**config.mk**
```make
export PLATFORM = sky130hd
export DESIGN_NAME = rpt_xmit
export DESIGN_NICKNAME = d
export VERILOG_FILES = /design/src/inc/rpt_xmit_pkg.sv /design/src/inc/word_stream_if.sv /design/src/rtl/word_fifo.sv /design/src/rtl/rpt_xmit.sv
export SDC_FILE = /design/constraint.sdc
export NUM_CORES = 1
export LEC_CHECK = 0
export BUFFER_PORTS_ARGS = -buffer_cell sky130_fd_sc_hd__buf_2
export CORE_MARGIN = 2
export CORE_UTILIZATION = 55
export CTS_CLUSTER_SIZE = 24
export DETAILED_ROUTE_END_ITERATION = 16
export PLACE_DENSITY = 0.83
export REMOVE_ABC_BUFFERS = 1
export SLEW_MARGIN = 30
export SYNTH_ARGS = -nofsm -noshare
export SYNTH_HDL_FRONTEND = slang
export SYNTH_HIERARCHICAL = 1
export SYNTH_SLANG_ARGS = --single-unit
```
**constraint.sdc**
```tcl
create_clock -name ref_clk_i -period 3.6 [get_ports ref_clk_i]
set_input_delay 0.54 -clock ref_clk_i [delete_from_list [all_inputs] [get_ports ref_clk_i]]
set_output_delay 0.54 -clock ref_clk_i [all_outputs]
set_load 0.01 [all_outputs]
```
**src/inc/rpt_xmit_pkg.sv**
```systemverilog
// Constants shared by the buffered serial word transmitter and its FIFO.
// Assumes a 16-bit host I/O bus with word-addressed memory and a one-bit serial link.
package rpt_xmit_pkg;
   localparam logic [5:0] DEV_CODE = 6'h24;
   localparam int unsigned MASK_BIT = 11;
   localparam int unsigned WORD_W = 16;
   localparam int unsigned DATA_W = 12;
   localparam int unsigned FIFO_DEPTH = 4;
   localparam int unsigned PAR_SEL_POS = 0;
   localparam int unsigned DATA_LSB = 4;
   localparam logic [15:0] ADDR_RESET = 16'h0000;
   localparam logic [15:0] COUNT_RESET = 16'h0000;
   // Idle character: parity selector 1 and all twelve data bits set
   localparam logic [11:0] IDLE_DATA = 12'hfff;
   localparam logic IDLE_PSEL = 1'b1;
   // Character frame: start bit, 12 data bits, parity bit, stop bit
   localparam int unsigned FRAME_BITS = 15;
   localparam int unsigned BIT_TIME_NS = 1000;
   localparam int unsigned CLK_PERIOD_NS = 4;
   localparam int unsigned BIT_CYCLES = BIT_TIME_NS / CLK_PERIOD_NS;
endpackage

```
**src/inc/word_stream_if.sv**
```systemverilog
// Valid/ready word carrier between the fetch side and the FIFO.
// Assumes both ends run on the same clock.
`timescale 1ns/1ps
interface word_stream_if #(parameter int W = 16);
   logic valid;
   logic ready;
   logic [W-1:0] data;
   modport src (output valid, output data, input ready);
   modport snk (input valid, input data, output ready);
endinterface

```
**src/rtl/word_fifo.sv**
```systemverilog
// Small synchronous FIFO with valid/ready on both sides.
// Assumes one clock and an asynchronous active-low reset.
`timescale 1ns/1ps
module word_fifo
   import rpt_xmit_pkg::*;
#(
   parameter int W = 16,
   parameter int DEPTH = 4
) (
   input wire logic ref_clk_i,
   input wire logic reset_n_i,
   input wire logic flush_i,
   word_stream_if.snk in_s,
   output logic out_valid_o,
   input wire logic out_ready_i,
   output logic [W-1:0] out_data_o
);
   localparam int AW = $clog2(DEPTH);
   // Refused at elaboration: pointer wrap relies on a power-of-two depth
   if (W < 1 || DEPTH < 2 || (1 << AW) != DEPTH) begin
      $error("DEPTH must be a power of two of at least 2");
   end
   logic [W-1:0] mem_r [DEPTH];
   logic [W-1:0] mem_nxt [DEPTH];
   logic [AW:0] wp_r, wp_nxt, rp_r, rp_nxt;
   logic full, empty, push, pop;

   // Honest flags from pointer difference
   assign empty = (wp_r == rp_r);
   assign full = (wp_r[AW-1:0] == rp_r[AW-1:0]) && (wp_r[AW] != rp_r[AW]);
   assign in_s.ready = !full && !flush_i;
   assign out_valid_o = !empty;
   assign out_data_o = mem_r[rp_r[AW-1:0]];
   assign push = in_s.valid && in_s.ready;
   assign pop = out_valid_o && out_ready_i;

   // Next pointers and storage
   always_comb begin
      mem_nxt = mem_r;
      wp_nxt = wp_r;
      rp_nxt = rp_r;
      if (flush_i) begin
         rp_nxt = wp_r;
      end else begin
         if (push) begin
            mem_nxt[wp_r[AW-1:0]] = in_s.data;
            wp_nxt = wp_r + 1'b1;
         end
         if (pop) begin
            rp_nxt = rp_r + 1'b1;
         end
      end
   end

   always_ff @(posedge ref_clk_i or negedge reset_n_i) begin
      if (!reset_n_i) begin
         wp_r <= '0;
         rp_r <= '0;
         for (int i = 0; i < DEPTH; i++) mem_r[i] <= '0;
      end else begin
         wp_r <= wp_nxt;
         rp_r <= rp_nxt;
         mem_r <= mem_nxt;
      end
   end
endmodule

```
**src/rtl/rpt_xmit.sv**
```systemverilog
// Buffered serial word transmitter: DMA fetch of 16-bit words, serial send.
// Assumes a host I/O bus with decoded device code, a word-wide DMA port
// answering with a one-cycle ack, and a free-running serial line.
`timescale 1ns/1ps
module rpt_xmit
   import rpt_xmit_pkg::*;
#(
   parameter int BIT_CYC = BIT_CYCLES
) (
   input wire logic ref_clk_i,
   input wire logic reset_n_i,
   input wire logic [5:0] dev_sel_i,
   input wire logic start_i,
   input wire logic clear_i,
   input wire logic io_reset_i,
   input wire logic doa_i,
   input wire logic dob_i,
   input wire logic dia_i,
   input wire logic [15:0] bus_data_i,
   input wire logic [15:0] mask_i,
   input wire logic intr_ack_i,
   output logic [15:0] bus_data_o,
   output logic bus_data_oe_o,
   output logic busy_o,
   output logic done_o,
   output logic intr_req_o,
   output logic dma_req_o,
   output logic [15:0] dma_addr_o,
   input wire logic dma_ack_i,
   input wire logic [15:0] dma_data_i,
   output logic serial_o
);
   // Refused at elaboration: the bit divider needs at least one cycle
   if (BIT_CYC < 1) begin
      $error("BIT_CYC must be at least 1");
   end

   typedef enum logic [1:0] {ST_IDLE, ST_FETCH, ST_DRAIN} xfer_state_t;
   xfer_state_t state_r, state_nxt;
   logic [15:0] addr_r, addr_nxt, cnt_r, cnt_nxt, rd_r, rd_nxt;
   logic rd_oe_r, rd_oe_nxt, done_r, done_nxt;
   logic sel, abort;
   logic fifo_valid, fifo_ready;
   logic ser_busy_r, ser_busy_nxt, tick; // Early: completion waits on the line
   logic [15:0] fifo_data;
   word_stream_if #(.W(WORD_W)) fetch_s ();

   assign sel = (dev_sel_i == DEV_CODE);
   assign abort = (sel && clear_i) || io_reset_i;

   // Fetch side: a word is only requested while the FIFO can take it
   assign dma_req_o = (state_r == ST_FETCH) && fetch_s.ready;
   assign dma_addr_o = addr_r;
   assign fetch_s.valid = (state_r == ST_FETCH) && dma_ack_i;
   assign fetch_s.data = dma_data_i;

   word_fifo #(.W(WORD_W), .DEPTH(FIFO_DEPTH)) u_fifo (
      .ref_clk_i(ref_clk_i),
      .reset_n_i(reset_n_i),
      .flush_i(abort),
      .in_s(fetch_s),
      .out_valid_o(fifo_valid),
      .out_ready_i(fifo_ready),
      .out_data_o(fifo_data)
   );

   // Register loads, DMA progress and completion
   always_comb begin
      state_nxt = state_r;
      addr_nxt = addr_r;
      cnt_nxt = cnt_r;
      rd_nxt = rd_r;
      rd_oe_nxt = 1'b0;
      done_nxt = done_r;
      if (sel && doa_i) addr_nxt = bus_data_i;
      if (sel && dob_i) cnt_nxt = bus_data_i;
      if (sel && dia_i) begin
         rd_nxt = {addr_r[15:1], 1'b0};
         rd_oe_nxt = 1'b1;
      end
      if (sel && intr_ack_i) done_nxt = 1'b0;
      case (state_r)
         ST_IDLE: begin
            if (sel && start_i) begin
               done_nxt = 1'b0;
               state_nxt = (cnt_r == 16'h0000) ? ST_DRAIN : ST_FETCH;
            end
         end
         ST_FETCH: begin
            if (fetch_s.valid && fetch_s.ready) begin
               addr_nxt = addr_r + 16'h0001;
               cnt_nxt = cnt_r + 16'h0001;
               if (cnt_r == 16'hffff) state_nxt = ST_DRAIN;
            end
         end
         ST_DRAIN: begin
            // Completion waits until the last word has left the line
            if (!fifo_valid && !ser_busy_r) begin
               state_nxt = ST_IDLE;
               done_nxt = 1'b1;
            end
         end
         default: state_nxt = ST_IDLE;
      endcase
      if (abort) begin
         state_nxt = ST_IDLE;
         done_nxt = 1'b0;
      end
   end

   always_ff @(posedge ref_clk_i or negedge reset_n_i) begin
      if (!reset_n_i) begin
         state_r <= ST_IDLE;
         addr_r <= ADDR_RESET;
         cnt_r <= COUNT_RESET;
         rd_r <= 16'h0000;
         rd_oe_r <= 1'b0;
         done_r <= 1'b0;
      end else begin
         state_r <= state_nxt;
         addr_r <= addr_nxt;
         cnt_r <= cnt_nxt;
         rd_r <= rd_nxt;
         rd_oe_r <= rd_oe_nxt;
         done_r <= done_nxt;
      end
   end

   assign bus_data_o = rd_r;
   assign bus_data_oe_o = rd_oe_r;
   assign busy_o = (state_r != ST_IDLE);
   assign done_o = done_r;
   assign intr_req_o = done_r && !mask_i[MASK_BIT];

   // Serial side: bit-rate enable, frame shifter
   logic [$clog2(BIT_CYC+1)-1:0] div_r, div_nxt;
   logic [FRAME_BITS-1:0] shf_r, shf_nxt;
   logic [3:0] bit_r, bit_nxt;
   logic [11:0] chr_data;
   logic chr_psel, par;

   assign tick = (div_r == '0);
   // Idle characters whenever no buffer word is waiting
   assign chr_data = fifo_valid ? fifo_data[DATA_LSB +: DATA_W] : IDLE_DATA;
   assign chr_psel = fifo_valid ? fifo_data[PAR_SEL_POS] : IDLE_PSEL;
   // Odd parity makes the ones count odd; even parity makes it even
   assign par = (^chr_data) ^ ~chr_psel;
   // Word boundary only; no message structure is looked at
   assign fifo_ready = tick && !ser_busy_r;

   always_comb begin
      div_nxt = tick ? ($bits(div_r))'(BIT_CYC - 1) : div_r - 1'b1;
      shf_nxt = shf_r;
      bit_nxt = bit_r;
      ser_busy_nxt = ser_busy_r;
      if (tick) begin
         if (!ser_busy_r) begin
            // Frame, LSB first: start 0, data, parity, stop 1
            shf_nxt = {1'b1, par, chr_data, 1'b0};
            bit_nxt = 4'(FRAME_BITS - 1);
            ser_busy_nxt = 1'b1;
         end else begin
            shf_nxt = {1'b1, shf_r[FRAME_BITS-1:1]};
            bit_nxt = bit_r - 4'h1;
            if (bit_r == 4'h0) ser_busy_nxt = 1'b0;
         end
      end
   end

   always_ff @(posedge ref_clk_i or negedge reset_n_i) begin
      if (!reset_n_i) begin
         div_r <= '0;
         shf_r <= '1;
         bit_r <= 4'h0;
         ser_busy_r <= 1'b0;
      end else begin
         div_r <= div_nxt;
         shf_r <= shf_nxt;
         bit_r <= bit_nxt;
         ser_busy_r <= ser_busy_nxt;
      end
   end

   assign serial_o = ser_busy_r ? shf_r[0] : 1'b1;
endmodule

```
# Word level (Yosys, flattened, before mapping)
# Cells that the tools add are included.
dict set report classes {
  add_sub_neg 6
  order_cmp 3
  eq_ne 11
  mux 35
  bitwise 5
  reduce_logical 31
}
# op n
set op_table {}
lappend op_table {{two-way mux 16 bit} 9}
lappend op_table {{bitwise mux 64 bit} 1}
lappend op_table {{adder 16 x 1 -> 16 bit (second input constant)} 2}
lappend op_table {{binary-select mux 16 bit (select 2 bit)} 1}
lappend op_table {{demux 16 bit (select 2 bit)} 1}
lappend op_table {{equality test 16 bit (second input constant)} 1}
lappend op_table {{logical AND 1 bit} 16}
lappend op_table {{logical NOT 16 bit} 1}
lappend op_table {{two-way mux 14 bit} 1}
lappend op_table {{two-way mux 12 bit} 1}
lappend op_table {{two-way mux 2 bit} 6}
lappend op_table {{parity 12 bit} 1}
lappend op_table {{two-way mux 1 bit} 9}
lappend op_table {{logical NOT 8 bit} 1}
lappend op_table {{two-way mux 8 bit} 1}
lappend op_table {{subtractor 8 x 1 -> 8 bit (second input constant)} 1}
lappend op_table {{adder 3 x 1 -> 3 bit (second input constant)} 2}
lappend op_table {{equality test 6 bit (second input constant)} 1}
lappend op_table {{>= comparator 3 bit (second input constant)} 2}
lappend op_table {{two-way mux 3 bit} 2}
lappend op_table {{!= test 3 x 1 -> 1 bit (second input constant)} 2}
lappend op_table {{!= test 3 x 2 -> 1 bit (second input constant)} 2}
lappend op_table {{NOT 2 -> 3 bit} 2}
lappend op_table {{one-hot mux 2 bit (3 select lines)} 1}
lappend op_table {{18 further kinds} 24}
dict set report totals {
  regBits 149
  input_bits 64
  output_inout_bits 38
}

# Logic depth before layout (Yosys ltp)
dict set report logic_depth {
  ltp_word 9
  ltp_mapped 12
  depth_no_buf 9
}

# By module
# The synthesis kept the hierarchy.
# module instances cells_per_inst area_each_um2 seq_area_each_um2
set by_module_without_submodules {}
lappend by_module_without_submodules {rpt_xmit 1 411 4041.4 1969.4}
lappend by_module_without_submodules {word_fifo 1 205 3360.7 1751.7}

# Worst setup path before layout
# OpenSTA, ideal clock, no wires.
dict set report synth_timing {
  kind {input to register}
  startpoint {input port dev_sel_i[5]}
  endpoint {register state_r[0]}
  arrival_time_ns 2.713
  t_required_ns 3.472
  setup_slack_ns 0.759
  cell_stages 11
  path_buffers 2
  path_cell_list {nor4b_2 > and2_1 > buf_2 > a21o_1 > clkbuf_1 > nor2_1 > nand4b_4 > or3_4 > or3_4 > o21ai_2 > a211oi_1}
}
dict set report synth_between {
  elab_chain_len 8
  word_cells_on_any_way 13
  cone_classes {eq/ne (5); mux (1); reduce/logical (7)}
}
# item line_no
set synth_rtl {}
lappend synth_rtl {{start, declared} rpt_xmit.sv:12} ;# input wire logic [5:0] dev_sel_i,
lappend synth_rtl {{equality test 6 bit} rpt_xmit.sv:48} ;# assign sel = (dev_sel_i == DEV_CODE);
lappend synth_rtl {{logical AND 1 bit} rpt_xmit.sv:49} ;# assign abort = (sel && clear_i) || io_reset_i;
lappend synth_rtl {{logical OR 1 bit} rpt_xmit.sv:49}
lappend synth_rtl {{net abort} rpt_xmit.sv:42} ;# logic sel, abort;
lappend synth_rtl {{logical NOT 1 bit} word_fifo.sv:31} ;# assign in_s.ready = !full && !flush_i;
lappend synth_rtl {{logical AND 1 bit} word_fifo.sv:31}
lappend synth_rtl {{net fetch_s.ready} word_stream_if.sv:6} ;# logic ready;
lappend synth_rtl {{logical AND 1 bit} rpt_xmit.sv:90} ;# if (fetch_s.valid && fetch_s.ready) begin
lappend synth_rtl {{!= test 3 x 1 -> 1 bit (no source line)} -}
lappend synth_rtl {{AND reduction 4 bit (no source line)} -}
lappend synth_rtl {{end signal, assigned} rpt_xmit.sv:120} ;# state_r <= state_nxt;
lappend synth_rtl {{end, declared} rpt_xmit.sv:39} ;# xfer_state_t state_r, state_nxt;
# The timed path passes the listed nets, and every way through them passes these cells.
# A chain may end at the register's enable or synchronous reset.

# Worst setup path after layout
dict set report layout_timing {
  startpoint {register u_fifo.rp_r[2]}
  endpoint {register state_r[0]}
}
dict set report layout_between {
  elab_chain_len 7
  word_cells_on_any_way 10
  cone_classes {eq/ne (4); reduce/logical (6)}
}
# item line_no
set layout_rtl {}
lappend layout_rtl {{start, declared} word_fifo.sv:25} ;# logic [AW:0] wp_r, wp_nxt, rp_r, rp_nxt;
lappend layout_rtl {{start signal, assigned} word_fifo.sv:62} ;# rp_r <= rp_nxt;
lappend layout_rtl {{!= test 1 bit} word_fifo.sv:30} ;# assign full = (wp_r[AW-1:0] == rp_r[AW-1:0]) && (wp_r[AW] != rp_r[AW]);
lappend layout_rtl {{logical AND 1 bit} word_fifo.sv:30}
lappend layout_rtl {{logical NOT 1 bit} word_fifo.sv:31}
lappend layout_rtl {{logical AND 1 bit} word_fifo.sv:31}
lappend layout_rtl {{net fetch_s.ready} word_stream_if.sv:6}
lappend layout_rtl {{logical AND 1 bit} rpt_xmit.sv:90}
lappend layout_rtl {{!= test 3 x 1 -> 1 bit (no source line)} -}
lappend layout_rtl {{AND reduction 4 bit (no source line)} -}
# The timed path passes the listed nets, and every way through them passes these cells.

==> key figures <==
Run status
  – Status: finished, final reports clean

Timing
  – Final hold vios: 0
  – Worst-Margin Slew: 0.952 ns
  – Worst Hold Slack: 0.180 ns
  – Setup ws final: 0.632 ns
  – Fmax: 337 MHz
  – Final min period: 2.97 ns
  – Post-route clock skew: 0.00713 ns
  – Rel. slew slack: 0.364
  – Setup TNS: 0 ns
  – Final Cycle Share: 0.824
  – Endpoints failing setup: 0
  – RSZ-0062 raised after global routing: false
  – Pins Over Slew Limit: 0

Clock tree
  – CTS clk-pin slew, worst paths: 0.06 ns
  – CTS Buf Count: 17
  – Setup Buffers After CTS: 0
  – Post-CTS Resized: 0
  – TritonCTS Sinks: 136
  – TritonCTS clock tree: done
  – Post-cts hold buffer count: 0
  – Root Driver: clkbuf_16
  – CTS Buffer Depth: 2
  – Clk_lat worst skew: 0.42 ns
  – H-tree depth: 4

Pwr
  – Clk pwr share: 0.311
  – Peak VDD IR: 435 uV
  – Switch Pwr: 2.07 mW
  – Overall power: 6.35 mW
  – Flop pwr share: 0.371
  – Cell area power density: 784 nW/um2
  – Sw Share: 0.326
  – Internal power: 4.28 mW
  – Comb pwr share: 0.318
  – Leakage power: 3.69 nW

Cells and area
  – Final Instance Count excl. Fillers: 852
  – Share of layout cells above drive strength 1: 0.349
  – Final nets: 746
  – Area growth syn-to-layout: 17.4%
  – Design area: 8100 um2
  – Fin util: 0.669
  – Ant. Diodes: 0

Place
  – Routability cong.: 0.909
  – Placed cells: 820
  – Hpwl dp: 10500 um
  – Pre-CTS WS: 0.540 ns
  – Dpl cell area: 7420 um2
  – Port bufs: 82

Critical path
  – Reg2reg start: u_fifo/rp_r[2]
  – Worst reg-to-reg setup slack: 0.63 ns
  – CP arrival: 3.26 ns
  – RR Endpoint: state_r[0]
  – Crit Path Max Fanout: 17
  – CP Capture Type: flop
  – Reg2reg path depth: 8
  – Crit Path Category: flop to flop
  – Worst path required time: 3.90 ns
  – CP Launch Type: flop

Route
  – Final WL: 15800 um
  – Vias: 5155
  – DRC Markers: 0
  – Via density per instance: 6.05
  – Pre-antenna DRT Iters: 5
  – Routed Antenna Nets: 0
  – Initial DRC Count: 317
  – Routed WL per cell: 18.5 um

Global routing
  – Initial antenna violation count: 0
  – Gr ovfl total: 0
  – First-pass GRT wire length: 26100 um
  – Pin count of the biggest net entering global routing: 56
  – Total GRT Usage: 0.254
  – Vias in the first global route: 5360

Synth
  – Post-synthesis average cell area: 11.7 um2
  – Post-Syn Area: 6900 um2
  – Instance count of the mapped netlist: 589
  – Yosys warning count: 6

Die
  – Initial Util: 0.570
  – Core Rows: 40
  – Die extent in y: 116 um
  – I/O Pins: 102
  – Chip width: 116 um
  – Core ar.: 12100 um2
  – Die ar.: 13500 um2

Job
  – Total of max-cap violations: 0

Hold path
  – Worst hold path type: primary input to asynchronous set/reset pin
## power by group through the flow
| stage | clock network (mW) | registers [mW] | logic (mW) |
|---|---|---|---|
| after floorplan | 0 | 2.33 | 1.42 |
| after global placement | 0 | 2.31 | 1.92 |
| after detailed placement | 0 | 2.36 | 1.99 |
| after CTS | 2.00 | 2.34 | 2.03 |
| after global routing | 2.06 | 2.41 | 2.18 |
| final | 1.98 | 2.35 | 2.02 |
## placed cells by master (no fill, tap or decap), types with 15 or more instances in the layout
| cell | count |
|---|---|
| nand2_1 | 39 |
| buf_2 | 81 |
| nor2_1 | 45 |
| xnor2_1 | 15 |
| dfrtp_1 | 122 |
| mux2_2 | 65 |
| nor3_1 | 17 |
| inv_1 | 17 |
| clkbuf_16 | 17 |
| nand3_1 | 20 |
| a211oi_1 | 16 |
## how the worst max path moves through the flow
stage | from | to | slack [ns]
final | u_fifo/rp_r[2] | state_r[0] | 0.63
after global routing | u_fifo/rp_r[2] | dma_addr_o[13] | 0.45
after CTS | u_fifo/rp_r[2] | state_r[0] | 0.63
after detailed placement | dev_sel_i[5] | u_fifo/mem_r[7] | 0.54
after global placement | dev_sel_i[5] | u_fifo/mem_r[0] | 0.63
after floorplan | u_fifo/rp_r[1] | cnt_r[11] | 0.27
## routing by layer
metal  vias to the layer above  share of wire  global-route usage
met1                      2548           0.41               0.306
met5                         -              0                   0
met2                       196           0.51               0.435
met4                         0          0.026               0.117
met3                        42          0.052              0.0575
li1                       2369              -                   -
## sequential cells by signal (all words and copies together) (netlist names)
| name | flops |
|---|---|
| cnt_r | 16 |
| dma_addr_o | 16 |
| bus_data_oe_o | 1 |
| bus_data_o | 15 |
| div_r | 8 |
| u_fifo/mem_r | 52 |
| ser_busy_r | 1 |
| bit_r | 4 |
| u_fifo/rp_r | 3 |
| u_fifo/wp_r | 3 |
| state_r | 2 |
| done_o | 1 |
| shf_r | 14 |
## worst max-delay path: stages (launching register included)
cell and delay, ns:
dfrtp_1 0.45, xnor2_2 0.57, nor3_1 0.17, nor2_1 0.28
nand4b_4 0.29, or3_4 0.47, or3_4 0.36, o21ai_2 0.17
a211oi_1 0.08
## final cells by class
class                   count  area [um2]
multi-input cells         408        3250
inverters                  17        63.8
clock buffers              22         494
clock inverters            10         188
flip-flops and latches    136        3420
well taps                 168         210
repair buffers             91         480
fillers                   887        4010
(Power assumes the default switching activity.)
